## config.mk

```make
export PLATFORM = sky130hd
export DESIGN_NAME = cso_clock_supervisor
export DESIGN_NICKNAME = d
export VERILOG_FILES = /design/src/logic/cso_pkg.sv /design/src/logic/cso_clock_supervisor.sv /design/src/logic/cso_sync.sv /design/src/logic/cso_tick_div.sv
export VERILOG_INCLUDE_DIRS = /design/src /design/src/logic
export SDC_FILE = /design/constraint.sdc
export NUM_CORES = 1
export LEC_CHECK = 0
export ABC_AREA = 1
export BUFFER_PORTS_ARGS = -buffer_cell sky130_fd_sc_hd__buf_2
export CAP_MARGIN = 20
export CORE_MARGIN = 10
export CORE_UTILIZATION = 55
export CTS_BUF_LIST = sky130_fd_sc_hd__clkbuf_8
export CTS_CLUSTER_DIAMETER = 200
export DETAILED_ROUTE_END_ITERATION = 10
export PLACE_DENSITY = 0.78
export SLEW_MARGIN = 20
export SYNTH_ARGS = -nofsm -noshare
export SYNTH_HDL_FRONTEND = slang
export SYNTH_HIERARCHICAL = 1
export SYNTH_SLANG_ARGS = --single-unit
export TNS_END_PERCENT = 10
```

## constraint.sdc

```tcl
create_clock -name i_clk -period 1.95 [get_ports i_clk]
set_input_delay 0.195 -clock i_clk [delete_from_list [all_inputs] [get_ports i_clk]]
set_output_delay 0.195 -clock i_clk [all_outputs]
set_load 0.05 [all_outputs]
```

## src/logic/cso_defs.svh

```systemverilog
/*
 Register offsets, field positions, reset values and divider counts of the clock supervisor.
 Assumes an 8-bit register port with a 3-bit byte address.
*/
`ifndef CSO_DEFS_SVH
`define CSO_DEFS_SVH

`define CSO_ADDR_CTRL0      3'h0
`define CSO_ADDR_CTRL1      3'h1
`define CSO_ADDR_CTRL2      3'h2
`define CSO_ADDR_PROTECT    3'h3
`define CSO_ADDR_POWER      3'h4
`define CSO_ADDR_PLL        3'h5

`define CSO_C0_SEL_LO       0
`define CSO_C0_SEL_HI       1
`define CSO_C0_WAIT_F1      2
`define CSO_C0_MAIN_STOP    3
`define CSO_C0_SUB_CPU      4
`define CSO_C0_FULL_RATE    5
`define CSO_C1_STOP_MODE    0
`define CSO_C1_PLL_CPU      1
`define CSO_C1_SLOW_OFF     2
`define CSO_C2_DET_EN       0
`define CSO_C2_ONCHIP       1
`define CSO_C2_FLAG         2
`define CSO_C2_OSC_STATE    3
`define CSO_C2_ACTION       4
`define CSO_PR_CLK_UNLOCK   0
`define CSO_PR_PWR_UNLOCK   1
`define CSO_PW_LOCK         0

`define CSO_RST_ONCHIP      1'b1
`define CSO_RST_PLL         8'h00

`define CSO_DIV8            8
`define CSO_DIV32           32

`endif

```

## src/logic/cso_pkg.sv

```systemverilog
/*
 Types of the clock supervisor: clock source codes, detector states and the control bundle.
 Assumes nothing of its surroundings.
*/
package cso_pkg;

	typedef enum logic [1:0] {
		CSO_SRC_MAIN   = 2'b00,
		CSO_SRC_PLL    = 2'b01,
		CSO_SRC_ONCHIP = 2'b11,
		CSO_SRC_SUB    = 2'b10
	} cso_clk_src_t;

	typedef enum logic {
		CSO_DET_RUN  = 1'b0,
		CSO_DET_HOLD = 1'b1
	} cso_det_state_t;

	typedef struct packed {
		logic wait_f1_gate;
		logic main_osc_stop;
		logic sub_clock_cpu_select;
		logic stop_mode_entry;
		logic pll_cpu_select;
		logic slow_osc_off;
		logic stop_detect_enable;
		logic onchip_source_select;
		logic stop_detect_flag;
		logic main_osc_state;
		logic stop_detect_action_sel;
	} cso_ctrl_t;

endpackage

```

## src/logic/cso_clock_supervisor.sv

```systemverilog
/*
 Clock supervisor: clock output pin selection, clock-change lock and main oscillator stop/restart detector.
 Assumes i_f1_tick and i_sub_tick mark half periods of the peripheral base clock and sub clock,
 the stop level comes from an asynchronous analogue detector, and i_vmon0_reset is synchronous.
*/
`timescale 1ns/100ps
`default_nettype none

`include "cso_defs.svh"

// Notes on behaviour
// - Full-rate select 1 with field 00b outputs the peripheral base clock.
// - Full-rate select 0 with field 10b outputs base clock divided by 8.
// - Full-rate select 0 with field 11b outputs base clock divided by 32.
// - Full-rate select 0 with field 01b outputs the sub clock.
// - While the clock-change lock is set, writes to guarded clock controls are ignored.
// - With detection enabled, action 0 gives stop reset, action 1 gives interrupt.
// - Detection is only guaranteed for main oscillators running at 2 MHz or more.
// - In reset action a detected stop initialises state and then holds it stopped.
// - The held stop reset ends only by hardware reset or voltage monitor 0 reset.
// - Stop outside PLL mode: interrupt, slow oscillator on, on-chip select, flag, state set.
// - Stop in PLL mode: same, but the on-chip source select stays unchanged.
// - Restart: interrupt, slow oscillator on, select unchanged, flag set, state cleared.
// - In low-speed mode the CPU keeps the sub clock, peripherals take on-chip clock.
// - Whenever the on-chip source select is 1 the slow oscillator off bit reads 0.
// - The flag is set with the interrupt and blocks further ones until cleared.
// - The interrupt is non-maskable and shares its vector with the watchdog interrupt.
module cso_clock_supervisor
	import cso_pkg::*;
(
	// Clock and reset.
	input  wire logic         i_clk,
	input  wire logic         i_resetn,
	input  wire logic         i_vmon0_reset,
	// Register port.
	input  wire logic [2:0]   i_addr,
	input  wire logic [7:0]   i_wdata,
	input  wire logic         i_wr,
	input  wire logic         i_rd,
	output var  logic [7:0]   o_rdata,
	// Clock sources.
	input  wire logic         i_f1_tick,
	input  wire logic         i_sub_tick,
	input  wire logic         i_main_osc_stopped,
	input  wire logic         i_wdt_irq,
	// Clock control outputs.
	output var  cso_ctrl_t    o_ctrl,
	output var  logic [7:0]   o_pll_config_reg,
	output var  logic         o_clock_change_lock,
	output var  cso_clk_src_t o_cpu_src,
	output var  cso_clk_src_t o_periph_src,
	// Pin, interrupt and reset.
	output var  logic         o_clock_out_pin,
	output var  logic         o_nmi,
	output var  logic         o_stop_reset
);

	logic [1:0]     clock_out_pin_select_field;
	logic           clock_out_pin_full_rate_sel;
	logic           clock_reg_write_unlock;
	logic           power_reg_write_unlock;
	cso_det_state_t det_state;
	logic           stopped_s;
	logic           stopped_q;
	logic           tick_div8;
	logic           tick_div32;
	logic           sel_tick;
	logic           sel_valid;
	logic           stop_evt;
	logic           restart_evt;
	logic           irq_evt;
	logic           reset_evt;
	logic           soft_init;
	logic           pll_mode;
	logic           wr_ok;
	logic           wr_clk;
	logic           guard_ok;

	cso_tick_div #(
		.DIV      (`CSO_DIV8)
	) u_div8 (
		.i_clk    (i_clk),
		.i_resetn (i_resetn),
		.i_tick   (i_f1_tick),
		.o_tick   (tick_div8)
	);

	cso_tick_div #(
		.DIV      (`CSO_DIV32)
	) u_div32 (
		.i_clk    (i_clk),
		.i_resetn (i_resetn),
		.i_tick   (i_f1_tick),
		.o_tick   (tick_div32)
	);

	cso_sync #(
		.W        (1)
	) u_stop_sync (
		.i_clk    (i_clk),
		.i_resetn (i_resetn),
		.i_async  (i_main_osc_stopped),
		.o_sync   (stopped_s)
	);

	// Edge memory of the synchronised stop level.
	always_ff @(posedge i_clk or negedge i_resetn) begin
		if (!i_resetn) begin
			stopped_q <= 1'b0;
		end else begin
			stopped_q <= stopped_s;
		end
	end

	// Detection works on the synchronised level only; its bandwidth limit is that of the analogue detector.
	assign stop_evt    = o_ctrl.stop_detect_enable && stopped_s && !stopped_q;
	assign restart_evt = o_ctrl.stop_detect_enable && !stopped_s && stopped_q;
	assign reset_evt   = (det_state == CSO_DET_RUN) && !o_ctrl.stop_detect_action_sel
	                     && (stop_evt || restart_evt);
	assign irq_evt     = (det_state == CSO_DET_RUN) && o_ctrl.stop_detect_action_sel
	                     && (stop_evt || restart_evt) && !o_ctrl.stop_detect_flag;
	assign soft_init   = i_vmon0_reset || reset_evt;
	assign pll_mode    = o_ctrl.pll_cpu_select && !o_ctrl.onchip_source_select && !o_ctrl.sub_clock_cpu_select;
	assign wr_ok       = i_wr && (det_state == CSO_DET_RUN);
	assign wr_clk      = wr_ok && clock_reg_write_unlock;
	assign guard_ok    = !o_clock_change_lock;

	// Stop reset hold state.
	always_ff @(posedge i_clk or negedge i_resetn) begin
		if (!i_resetn) begin
			det_state    <= CSO_DET_RUN;
			o_stop_reset <= 1'b0;
		end else begin
			case (det_state)
				CSO_DET_RUN: begin
					if (reset_evt && !i_vmon0_reset) begin
						det_state    <= CSO_DET_HOLD;
						o_stop_reset <= 1'b1;
					end
				end
				CSO_DET_HOLD: begin
					if (i_vmon0_reset) begin
						det_state    <= CSO_DET_RUN;
						o_stop_reset <= 1'b0;
					end
				end
				default: begin
					det_state    <= CSO_DET_RUN;
					o_stop_reset <= 1'b0;
				end
			endcase
		end
	end

	// Write protection register.
	always_ff @(posedge i_clk or negedge i_resetn) begin
		if (!i_resetn) begin
			clock_reg_write_unlock <= 1'b0;
			power_reg_write_unlock <= 1'b0;
		end else if (soft_init) begin
			clock_reg_write_unlock <= 1'b0;
			power_reg_write_unlock <= 1'b0;
		end else if (wr_ok && i_addr == `CSO_ADDR_PROTECT) begin
			clock_reg_write_unlock <= i_wdata[`CSO_PR_CLK_UNLOCK];
			power_reg_write_unlock <= i_wdata[`CSO_PR_PWR_UNLOCK];
		end
	end

	// Clock-change lock, written only while the power register is unlocked.
	always_ff @(posedge i_clk or negedge i_resetn) begin
		if (!i_resetn) begin
			o_clock_change_lock <= 1'b0;
		end else if (soft_init) begin
			o_clock_change_lock <= 1'b0;
		end else if (wr_ok && power_reg_write_unlock && i_addr == `CSO_ADDR_POWER) begin
			o_clock_change_lock <= i_wdata[`CSO_PW_LOCK];
		end
	end

	// Clock control register file and detector effects.
	always_ff @(posedge i_clk or negedge i_resetn) begin
		if (!i_resetn) begin
			o_ctrl                      <= '0;
			o_ctrl.onchip_source_select <= `CSO_RST_ONCHIP;
			o_pll_config_reg            <= `CSO_RST_PLL;
			clock_out_pin_select_field         <= 2'h0;
			clock_out_pin_full_rate_sel        <= 1'b0;
		end else if (soft_init) begin
			o_ctrl                      <= '0;
			o_ctrl.onchip_source_select <= `CSO_RST_ONCHIP;
			o_pll_config_reg            <= `CSO_RST_PLL;
			clock_out_pin_select_field         <= 2'h0;
			clock_out_pin_full_rate_sel        <= 1'b0;
		end else begin
			if (wr_clk && i_addr == `CSO_ADDR_CTRL0) begin
				clock_out_pin_select_field  <= i_wdata[`CSO_C0_SEL_HI:`CSO_C0_SEL_LO];
				clock_out_pin_full_rate_sel <= i_wdata[`CSO_C0_FULL_RATE];
				if (guard_ok) begin
					o_ctrl.wait_f1_gate         <= i_wdata[`CSO_C0_WAIT_F1];
					o_ctrl.main_osc_stop        <= i_wdata[`CSO_C0_MAIN_STOP];
					o_ctrl.sub_clock_cpu_select <= i_wdata[`CSO_C0_SUB_CPU];
				end
			end
			if (wr_clk && i_addr == `CSO_ADDR_CTRL1) begin
				o_ctrl.slow_osc_off <= i_wdata[`CSO_C1_SLOW_OFF];
				if (guard_ok) begin
					o_ctrl.stop_mode_entry <= i_wdata[`CSO_C1_STOP_MODE];
					o_ctrl.pll_cpu_select  <= i_wdata[`CSO_C1_PLL_CPU];
				end
			end
			if (wr_clk && i_addr == `CSO_ADDR_CTRL2) begin
				o_ctrl.onchip_source_select   <= i_wdata[`CSO_C2_ONCHIP];
				o_ctrl.stop_detect_action_sel <= i_wdata[`CSO_C2_ACTION];
				if (guard_ok) begin
					o_ctrl.stop_detect_enable <= i_wdata[`CSO_C2_DET_EN];
				end
			end
			if (wr_ok && i_addr == `CSO_ADDR_CTRL2 && !i_wdata[`CSO_C2_FLAG]) begin
				o_ctrl.stop_detect_flag <= 1'b0;
			end
			if (wr_clk && guard_ok && i_addr == `CSO_ADDR_PLL) begin
				o_pll_config_reg <= i_wdata;
			end
			if (irq_evt) begin
				o_ctrl.stop_detect_flag <= 1'b1;
				o_ctrl.slow_osc_off     <= 1'b0;
				if (stop_evt) begin
					o_ctrl.main_osc_state <= 1'b1;
					if (!pll_mode) begin
						o_ctrl.onchip_source_select <= 1'b1;
					end
				end else begin
					o_ctrl.main_osc_state <= 1'b0;
				end
			end
			if (o_ctrl.onchip_source_select || (wr_clk && i_addr == `CSO_ADDR_CTRL2 && i_wdata[`CSO_C2_ONCHIP])) begin
				o_ctrl.slow_osc_off <= 1'b0;
			end
		end
	end

	// Non-maskable interrupt on the vector shared with the watchdog.
	always_ff @(posedge i_clk or negedge i_resetn) begin
		if (!i_resetn) begin
			o_nmi <= 1'b0;
		end else begin
			o_nmi <= irq_evt || i_wdt_irq;
		end
	end

	// Clock source selection for the CPU and the peripheral functions.
	always_ff @(posedge i_clk or negedge i_resetn) begin
		if (!i_resetn) begin
			o_cpu_src    <= CSO_SRC_ONCHIP;
			o_periph_src <= CSO_SRC_ONCHIP;
		end else begin
			if (o_ctrl.sub_clock_cpu_select) begin
				o_cpu_src <= CSO_SRC_SUB;
			end else if (o_ctrl.onchip_source_select) begin
				o_cpu_src <= CSO_SRC_ONCHIP;
			end else if (o_ctrl.pll_cpu_select) begin
				o_cpu_src <= CSO_SRC_PLL;
			end else begin
				o_cpu_src <= CSO_SRC_MAIN;
			end
			if (o_ctrl.onchip_source_select) begin
				o_periph_src <= CSO_SRC_ONCHIP;
			end else if (o_ctrl.pll_cpu_select) begin
				o_periph_src <= CSO_SRC_PLL;
			end else begin
				o_periph_src <= CSO_SRC_MAIN;
			end
		end
	end

	// Clock output selection.
	always_comb begin
		sel_tick  = 1'b0;
		sel_valid = 1'b1;
		case ({clock_out_pin_full_rate_sel, clock_out_pin_select_field})
			3'h4:    sel_tick = i_f1_tick;
			3'h2:    sel_tick = tick_div8;
			3'h3:    sel_tick = tick_div32;
			3'h1:    sel_tick = i_sub_tick;
			default: sel_valid = 1'b0;
		endcase
	end

	// Clock output pin toggles once per selected half-period tick and rests low when nothing is selected.
	always_ff @(posedge i_clk or negedge i_resetn) begin
		if (!i_resetn) begin
			o_clock_out_pin <= 1'b0;
		end else if (!sel_valid) begin
			o_clock_out_pin <= 1'b0;
		end else if (sel_tick) begin
			o_clock_out_pin <= !o_clock_out_pin;
		end
	end

	// Read data stands in the cycle after the read strobe and is zero otherwise.
	always_ff @(posedge i_clk or negedge i_resetn) begin
		if (!i_resetn) begin
			o_rdata <= 8'h00;
		end else begin
			o_rdata <= 8'h00;
			if (i_rd) begin
				case (i_addr)
					`CSO_ADDR_CTRL0: begin
						o_rdata[`CSO_C0_SEL_HI:`CSO_C0_SEL_LO] <= clock_out_pin_select_field;
						o_rdata[`CSO_C0_WAIT_F1]   <= o_ctrl.wait_f1_gate;
						o_rdata[`CSO_C0_MAIN_STOP] <= o_ctrl.main_osc_stop;
						o_rdata[`CSO_C0_SUB_CPU]   <= o_ctrl.sub_clock_cpu_select;
						o_rdata[`CSO_C0_FULL_RATE] <= clock_out_pin_full_rate_sel;
					end
					`CSO_ADDR_CTRL1: begin
						o_rdata[`CSO_C1_STOP_MODE] <= o_ctrl.stop_mode_entry;
						o_rdata[`CSO_C1_PLL_CPU]   <= o_ctrl.pll_cpu_select;
						o_rdata[`CSO_C1_SLOW_OFF]  <= o_ctrl.slow_osc_off;
					end
					`CSO_ADDR_CTRL2: begin
						o_rdata[`CSO_C2_DET_EN]    <= o_ctrl.stop_detect_enable;
						o_rdata[`CSO_C2_ONCHIP]    <= o_ctrl.onchip_source_select;
						o_rdata[`CSO_C2_FLAG]      <= o_ctrl.stop_detect_flag;
						o_rdata[`CSO_C2_OSC_STATE] <= o_ctrl.main_osc_state;
						o_rdata[`CSO_C2_ACTION]    <= o_ctrl.stop_detect_action_sel;
					end
					`CSO_ADDR_PROTECT: begin
						o_rdata[`CSO_PR_CLK_UNLOCK] <= clock_reg_write_unlock;
						o_rdata[`CSO_PR_PWR_UNLOCK] <= power_reg_write_unlock;
					end
					`CSO_ADDR_POWER: begin
						o_rdata[`CSO_PW_LOCK] <= o_clock_change_lock;
					end
					`CSO_ADDR_PLL: begin
						o_rdata <= o_pll_config_reg;
					end
					default: begin
						o_rdata <= 8'h00;
					end
				endcase
			end
		end
	end

endmodule // cso_clock_supervisor

`default_nettype wire

```

## src/logic/cso_sync.sv

```systemverilog
/*
 Two-flop synchroniser for asynchronous levels.
 Assumes the inputs are levels that stay stable for several clock periods.
*/
`timescale 1ns/100ps
`default_nettype none

module cso_sync #(
	parameter int W = 1
) (
	// Clock and reset.
	input  wire logic         i_clk,
	input  wire logic         i_resetn,
	// Levels.
	input  wire logic [W-1:0] i_async,
	output var  logic [W-1:0] o_sync
);

	logic [W-1:0] meta;

	always_ff @(posedge i_clk or negedge i_resetn) begin
		if (!i_resetn) begin
			meta   <= '0;
			o_sync <= '0;
		end else begin
			meta   <= i_async;
			o_sync <= meta;
		end
	end

endmodule // cso_sync

`default_nettype wire

```

## src/logic/cso_tick_div.sv

```systemverilog
/*
 Divides a stream of tick pulses by a fixed count.
 Assumes input ticks are one-cycle pulses of the system clock.
*/
`timescale 1ns/100ps
`default_nettype none

module cso_tick_div #(
	parameter int DIV = 8
) (
	// Clock and reset.
	input  wire logic i_clk,
	input  wire logic i_resetn,
	// Ticks.
	input  wire logic i_tick,
	output var  logic o_tick
);

	localparam int W = $clog2(DIV);

	logic [W-1:0] count;

	always_ff @(posedge i_clk or negedge i_resetn) begin
		if (!i_resetn) begin
			count  <= '0;
			o_tick <= 1'b0;
		end else begin
			o_tick <= 1'b0;
			if (i_tick) begin
				if (count == W'(DIV - 1)) begin
					count  <= '0;
					o_tick <= 1'b1;
				end else begin
					count <= count + W'(1);
				end
			end
		end
	end

endmodule // cso_tick_div

`default_nettype wire

```

-- Word level (Yosys, flattened, before mapping)
Index checks and enable logic that the tools add are counted.
- register bits after elaboration: 54
- bitwise logic cells: 1
- muxes and demuxes: 53
- add/subtract/negate cells: 2
- reductions and logical operators: 54
- equality and inequality tests: 15
- operator list (kind ; count):
    $mux 1 ; 28
    $logic_and 1x1->1 ; 25
    $mux 8 ; 3
    $mux 3 ; 5
    $mux 2 ; 7
    $reduce_bool 2->1 ; 7
    $eq 3x2->1 const B ; 4
    $eq 3x3->1 const B ; 4
    $mux 11 ; 1
    $logic_not 1->1 ; 10
    $pmux 1 s4 ; 2
    $reduce_and 2->1 ; 4
    $eq 3x1->1 const B ; 2
    $pmux 1 s2 ; 3
    $pmux 1 s6 ; 1
    $pmux 2 s3 ; 1
    $add 5x1->5 const B ; 1
    $eq 5x5->1 const B ; 1
    $mux 5 ; 1
    $pmux 1 s5 ; 1
    $logic_or 1x1->1 ; 4
    $ne 2x1->1 const B ; 2
    $ne 2x2->1 const B ; 2
    $reduce_bool 4->1 ; 1
    5 further kinds ; 5

-- Longest topological paths before layout
Gate-level depths: netlist (run 1).
- depth in word-level cells: 9
- mapped depth: 9

-- Modules after synthesis
Netlist (run 1), hierarchy kept.
- by module, submodules not included (module ; cells an instance ; area an instance (um2) ; times used ; seq. area each (um2)):
    cso_clock_supervisor ; 255 ; 2000.7 ; 1 ; 1057.3
    cso_tick_div (u_div32) ; 28 ; 300.3 ; 1 ; 150.1
    cso_tick_div (u_div8) ; 19 ; 173.9 ; 1 ; 100.1
    cso_sync ; 2 ; 50.0 ; 1 ; 50.0

-- Least setup slack after synthesis (run 1)
OpenSTA, ideal clock, no wires.
- path type: reg-to-reg
- from: register o_ctrl[4] (netlist name)
- to: register clock_out_pin_full_rate_sel
- data required time: 1824 ps
- stages on the path, launching flop included: 9
- path slack: 454 ps
- arrival time: 1370 ps
- setup time: 126 ps
- buffers on the path: 1
- cell sequence: dfrtp_1 nand2_1 nand2_1 nand3_2 nand2_4 buf_6 nor2_1 nand2_1 o21ai_0
- longest elaborated chain between the ends: 6
- elaborated cells on any way between the ends: 9
- classes of those cells: 1 x mux; 8 x reduce/logical
- RTL lines (element ; line ; text):
    from (decl) ; cso_clock_supervisor.sv:47 ; output var cso_ctrl_t o_ctrl,
    $logic_and 1x1->1, on equally long branches (2 in a row) ; cso_clock_supervisor.sv:116, cso_clock_supervisor.sv:117 ;
    $logic_or 1x1->1 (*) ; cso_clock_supervisor.sv:119 ; && (stop_evt || restart_evt);
    $logic_and 1x1->1 (*) ; cso_clock_supervisor.sv:119 ;
    $logic_or 1x1->1 (*) ; cso_clock_supervisor.sv:122 ; assign soft_init = i_vmon0_reset || reset_evt;
    $mux 1 or $reduce_bool 2->1 (tied branches) ; n/a ;
    to (signal assigned) ; cso_clock_supervisor.sv:197 ; clock_out_pin_full_rate_sel <= i_wdata[`CSO_C0_FULL_RATE];
    to (decl) ; cso_clock_supervisor.sv:59 ; logic clock_out_pin_full_rate_sel;
Mark *: on every way between the ends. The rest lies on a longest branch, timed or not.
A chain may end at the register's enable or synchronous reset.

-- Worst setup path after layout (run 1)
- from: register u_div32.count[0]
- to: register u_div32.count[4]
- longest elaborated chain between the ends: 2
- elaborated cells on any way between the ends: 3
- classes of those cells: 1 x add/sub; 1 x eq/ne; 1 x mux
- RTL lines (element ; line ; text):
    from (decl) ; cso_tick_div.sv:21 ; logic [W-1:0] count;
    from (signal assigned) ; cso_tick_div.sv:34 ; count <= count + W'(1);
    $add 5x1->5 or $eq 5x5->1 (tied branches) ; cso_tick_div.sv:34, cso_tick_div.sv:30 ;
    $mux 5 (*) ; cso_tick_div.sv:30 ; if (count == W'(DIV - 1)) begin
Marks and branches as above.

==> results.ini, run 1 <==
[pwr]
switching_share_pct=29.16
internal_power_w=0.001669
p_leak_nw=1.663
power_frac_clock_pct=26.0
power_density_nw_per_um2=797.1
ir_worst_vdd_mv=0.4705
power.switching_w=0.0006872
pwr-share-seq_pct=55.3
combPwrFrac_pct=18.7

[critical_path]
r2r-end=u_div32/count[4]
endpoint_kind=register
crit_fanout=3
start_kind=register
crit_start=u_div32/count[0]
ff2ff_path_depth=4
cp.arrival_ns=1.72
ff2ff_setup_slack_ns=0.43
timing.rr.start=u_div32/count[0]
crit_type=reg -> reg
cp-endpoint=u_div32/count[4]
required_ns=2.14

[sta]
max-slew-margin-rel_pct=63.91
setup_viol=0
tightest_slew_ns=0.5414
hold_viol=0
clock_skew_ns=0.005563
final.period_utilization_pct=78.19
rsz0062_at_grt=no
fmax_ghz=0.6559
tns_ns=0
drv_slew=0
period_minus_slack_ns=1.525

[global_routing]
overflow=0
grt_pass1_vias=1981
antenna_found_initial=0
grt_usage_pct=15.44
grt_max_degree=33
grt_pass1_wl_mm=9.370

[synth]
syn-num-nets=328
syn-instance-count=304
netlist_area_sq_um=2525
yosysUniqueCellTypes=29
ys_seq_area_share_pct=53.77
avgSynthCellArea_sq_um=8.306
yosysWarnings=6
synth_seq_cells=54

[clock_network]
cts.repair.resized=0
cts_tree=yes
path_clk_slew_ns=0.08
clock_sinks=54
cts_buffers=5
insertion_delay_ns=0.31
cts_buffer_depth=2
root_buffer=clkbuf_8
htree_num_levels=2

[floorplanning]
core_sq_um=4414
io_pins=55
die_y_microns=87.76
die_area_sq_um=7701
rows=24
start_util_pct=57.20
die_w_microns=87.76

[cells_and_area]
largest_reg_flops=11
layout-drive-gt1-share_pct=23.35
finish.utilization_pct=66.98
final_nets=389
fillers=370
final_common_cell=nand2_1
final_cell_mix=103 x nand2_1, 54 x buf_2, 49 x dfrtp_1
fin_cells=416
area_growth_pct=17.10
antennaDiodeCount=0

[placed_design]
gp_congestion=0.8887
hpwlAfterDp_mm=4.383
numPortBuffers=54
dp_cells=408

[routing]
wl_per_cell_microns=13.47
wl_met3_microns=488
drt_pre_antenna_iters=6
met1_length_mm=2.311
top_layer=met4
num_vias=2107
drt-initial-drc-count=197
drc=0
via_per_inst=5.065
totalWireLength_mm=5.602
wl_met2_mm=2.669
drtAntennaViolNets=0

[outcome]
outcome=complete, no violations

[hold_path]
min_path_type=in -> reg

[flow_run]
maxCapViolCount=0

-- Yosys cell counts --
master	instances	area (sq um)
nand2_4	2	22.52
inv_1	35	131.4
ha_1	4	50.05
a31oi_1	1	6.260
nor3_4	1	16.27
nor3b_1	1	7.510
buf_6	2	22.52
nor3_1	2	10.01
o22ai_1	1	6.260
inv_2	4	15.01
nand3b_1	1	7.510
nor2_1	32	120.1
and3_1	1	6.260
o21ai_1	1	5.000
or2_2	1	6.260
mux2_4	2	30.03
nand2_2	3	18.77
nand3_2	3	30.03
nor2_2	1	6.260
dfrtp_1	49	1226
clkbuf_1	1	3.750
nand3_1	21	105.1
nor2_4	2	22.52
o211ai_1	1	7.510
dfstp_2	5	131.4
a21oi_1	9	45.04
o21ai_0	12	60.06
nand2_1	103	386.6
nand4_1	3	18.77
-- how the worst min path moves through the flow --
stage	cells after the start	from	endpoint	slack [ns]
after floorplan	0	i_resetn	clock_out_pin_full_rate_sel	-0.10
after CTS	2	i_vmon0_reset	det_state	0.06
final	2	i_vmon0_reset	det_state	0.06
after global routing	2	i_vmon0_reset	det_state	0.07
after global placement	1	i_resetn	o_ctrl[5]	0.21
after detailed placement	1	i_resetn	o_ctrl[5]	0.21
-- what timing repair did --
action	4_1_cts	5_1_grt
endpoints found under the setup margin	0	0
hold endpoints to repair	22	0
setup buffers	0	0
hold buffers	2	0
-- through the flow --
| step | cell area [sq um] | setup slack, ns | hold slack [ns] | total power (W) |
|---|---|---|---|---|
| after floorplan | 2525 | 0.4541 | -0.1006 | 0.001629 |
| after global placement | 2854 | 0.4867 | 0.2058 | 0.001746 |
| after detailed placement | 2854 | 0.4306 | 0.2119 | 0.001767 |
| after CTS | 2957 | 0.4228 | 0.06050 | 0.002372 |
| after global routing | 2957 | 0.3621 | 0.06762 | 0.002482 |
| final | 2957 | 0.4254 | 0.06282 | 0.002357 |
-- layer usage --
metal  vias to the layer above  track usage [%]
met4                         0            6.232
met1                       964            18.40
met3                        13            4.921
li1                       1070                -
met5                         -                0
met2                        60            25.26
-- power groups by stage --
| stage | logic (W) | registers, W | clock network, W |
|---|---|---|---|
| 6_report | 0.000441 | 0.00130 | 0.000612 |
| 5_1_grt | 0.000509 | 0.00132 | 0.000654 |
| 4_1_cts | 0.000447 | 0.00130 | 0.000622 |
| 3_5_place_dp | 0.000443 | 0.00132 | 0 |
| 3_3_place_gp | 0.000427 | 0.00132 | 0 |
| 2_1_floorplan | 0.000266 | 0.00136 | 0 |
-- final cells by class --
| type | count | area, sq um | area share (%) |
|---|---|---|---|
| sequential | 54 | 1358 | 45.92 |
| multi-input combinational | 208 | 994.7 | 33.64 |
| timing repair buffer | 57 | 310.3 | 10.50 |
| inverter | 39 | 146.4 | 4.951 |
| clock buffer | 6 | 82.58 | 2.793 |
| tap | 52 | 65.06 | 2.201 |
-- critical path, cell delays in order (launching register included) --
cell	delay, ns
dfrtp_1	0.44
ha_1	0.24
and3_1	0.19
ha_1	0.29
mux2_4	0.26
-- cells by family (layout without fill, tap and decap cells) --
group | count (synthesis) | in the layout | share of synthesized area (%)
AND/OR/NAND/NOR | 177 | 177 | 31.07
flip-flops | 54 | 54 | 53.77
buffers and inverters | 42 | 102 | 6.838
AO/OA/AOI/OAI | 25 | 25 | 5.154
adder cells (fa/ha/maj) | 4 | 4 | 1.982
multiplexers | 2 | 2 | 1.189
No activity file was read; power rests on OpenSTA's default activity.
==> run 2: changes to the inputs <==
- ABC_AREA: 1 -> 0
- CORE_UTILIZATION: 55 -> 50
- PLACE_DENSITY: 0.78 -> 0.74
- clock period: 1.95 -> 1.3 ns (I/O delays scaled with it)
==> run 2 against run 1 <==
Compared with the run above: the flow now finishes with violations (negative setup slack); sequential share of layout area is 4.6 points lower; cell count is 11% lower; clock power is 120% higher; critical path type unchanged; critical path depth is 2 higher; hold slack worse by 0.057 ns; register-to-register slack worse by 0.67 ns; largest cell class unchanged; critical endpoint is now o_pll_config_reg[1].
==> results.ini, run 2 <==
[cells_and_area]
largest_reg_flops=11
final_common_cell=buf_2
final_cell_mix=52 x buf_2, 46 x dfrtp_1, 29 x nor2_1
finish.utilization_pct=69.24
antennaDiodeCount=0
multi_input_area_sq_um=1130
final_nets=326
seqCellArea_sq_um=1361
layout-drive-gt1-share_pct=41.91
fillers=378
area_growth_pct=32.48

[routing]
via_per_inst=5.300
drtAntennaViolNets=0
wl_per_cell_microns=16.13
totalWireLength_mm=5.968
drt-initial-drc-count=141
drc=0
drt_pre_antenna_iters=4
num_vias=1961

[synth]
synthSimpleGateAreaFrac_pct=17.47
yosys.area_share.adder_pct=2.014
synth_top_area_share_pct=49.35
synth-main-ff-cell=dfrtp_1
yosysWarnings=6
syn-instance-count=219
syn-num-nets=243
synthXorXnorAreaFrac_pct=1.410
synth_top_family_by_area=simple AND/OR/NAND/NOR gates
netlist_area_sq_um=2485
ys_seq_area_share_pct=54.63
yosysUniqueCellTypes=44
synth_seq_cells=54
ys_async_sr_fraction_pct=100.0
yosys-top-cells-area=dfrtp_1 49%, mux2i_1 9.3%, dfstp_2 5.3%, nor2_1 4.4%, mux2_2 2.7%
synth-edff-count=0
yosys.cell_count.top_type=dfrtp_1
yosys-top-cells-count=49 x dfrtp_1, 29 x nor2_1, 23 x mux2i_1
avgSynthCellArea_sq_um=11.35
yosysTopAreaCell=dfrtp_1
synthMuxAreaShare_pct=13.49
synth_compound_area_share_pct=7.553

[critical_path]
cpLargestDelayFamily=simple AND/OR/NAND/NOR gates
required_ns=1.49
crit_fanout=4
cp_slowest_cell=dfrtp_2
crit_type=reg -> reg
crit_buf_inv=2
crit_chain=nor4bb_2 -> buf_4 -> and3b_2 -> buf_6 -> mux2i_1 -> nor2_1
cp.arrival_ns=1.74
slowest_delay_ns=0.42
endpoint_kind=register
start_kind=register

[sta]
rsz0062_at_grt=yes
tightest_slew_ns=0.4327
fin_ws_ns=-0.2493
hold_viol=0
drv_slew=0
period_minus_slack_ns=1.549
max-slew-margin-rel_pct=71.05
timing.hold.ws_ns=0.006230
clock_skew_ns=0.004688
final.period_utilization_pct=119.2
setup_viol=27
fmax_ghz=0.6454

[clock_network]
insertion_delay_ns=0.30
clock_sinks=54
cts_buffers=5
cts_buffer_depth=2
path_clk_slew_ns=0.09
cts_tree=yes
root_buffer=clkbuf_8
htree_num_levels=2

[global_routing]
grt_usage_pct=14.53
grt_pass1_wl_mm=9.977
overflow=0
grt_max_degree=55
grt_pass1_vias=2072
antenna_found_initial=0

[hold_path]
min_path_type=in -> reg

[pwr]
ir_worst_vdd_mv=0.9879
p_leak_nw=1.617
power_density_nw_per_um2=1178

[floorplanning]
rows=25
die_y_microns=90.50
start_util_pct=52.26
core_sq_um=4755
die_area_sq_um=8189
die_w_microns=90.50
io_pins=55

[outcome]
violations=negative setup slack
outcome=finished, violations left

[placed_design]
gp_congestion=0.8293
numPortBuffers=54
post-place-ws_ns=-0.2637
hpwlAfterDp_mm=4.438

[flow_run]
maxCapViolCount=0

[run 2: cell types whose count changed in the layout (fill, tap and decap cells not counted), sizes merged, moves of 3 or more]
cell / change
nand2: -97
inv: -34
buf: +29
mux2i: +23
nand3: -18
nor2: -6
and2: +5
mux2: +5
o21ai: -5
and3: +4
nor2b: +4
a22oi: +3
[run 2: final cells by class]
type / instances / area share [%]
Tap cell: 67 / 2.547
Sequential cell: 54 / 41.35
Clock buffer: 6 / 2.509
Inverter: 5 / 0.5701
Multi-Input combinational cell: 149 / 34.32
Timing Repair Buffer: 87 / 16.88
Clock inverter: 2 / 1.824
[run 2: per-layer routing]
layer  GRT usage (%)  wire, microns
met2           25.18           2988
met4           5.172            112
met3           4.073            370
met1           16.62           2496
met5               0              0
[run 2: timing repair]
action                                 in CTS  in global routing
setup endpoints to repair                  32                 32
hold buffers                                2                  0
endpoints found under the hold margin      50                  0
pin swaps                                   6                  4
gates resized for setup                    13                  9
buffers inserted                            1                  0
[run 2: cell families (layout without fill, tap and decap cells)]
kind of cell,count (synthesis),in the layout
buffers and inverters,16,100
XOR/XNOR,4,4
AO/OA/AOI/OAI,28,28
multiplexers,31,31
flip-flops,54,54
AND/OR/NAND/NOR,82,82
adder cells (fa/ha/maj),4,4
[run 2: worst register-to-register path, stage by stage, from the launching register on]
cell and delay, ns:
dfrtp_2 0.42, nor4bb_2 0.26, buf_4 0.16, and3b_2 0.21, buf_6 0.12, mux2i_1 0.20, nor2_1 0.07
[run 2: final timing paths]
check	to	startpoint	cells past startpoint	slack, ns
max in group asynchronous	o_ctrl[3]	i_resetn	3	0.68
hold / removal	det_state	i_vmon0_reset	2	0.006
setup reg to reg	o_pll_config_reg[1]	det_state	6	-0.25
hold reg to reg	u_stop_sync/o_sync	u_stop_sync/meta	0	0.36
min in group asynchronous	o_rdata[7]	i_resetn	3	0.34
setup / recovery	o_pll_config_reg[1]	det_state	6	-0.25
[run 2: report_power, final]
part | switching [W] | internal [W] | total, W
Sequential | 0.0000934 | 0.00182 | 0.00191
Clock | 0.000510 | 0.000820 | 0.00133
Combinational | 0.000285 | 0.000354 | 0.000640
[run 2: metrics by stage]
step                power (W)  setup TNS, ns  instances  instance area (sq um)
global route         0.004048         -6.116        370                   3292
global placement     0.002489         -3.441        359                   3025
detailed placement   0.002515         -4.299        359                   3025
CTS                  0.003865         -4.174        370                   3237
finish               0.003879         -3.792        370                   3292
floorplan            0.002300         -4.455        219                   2500
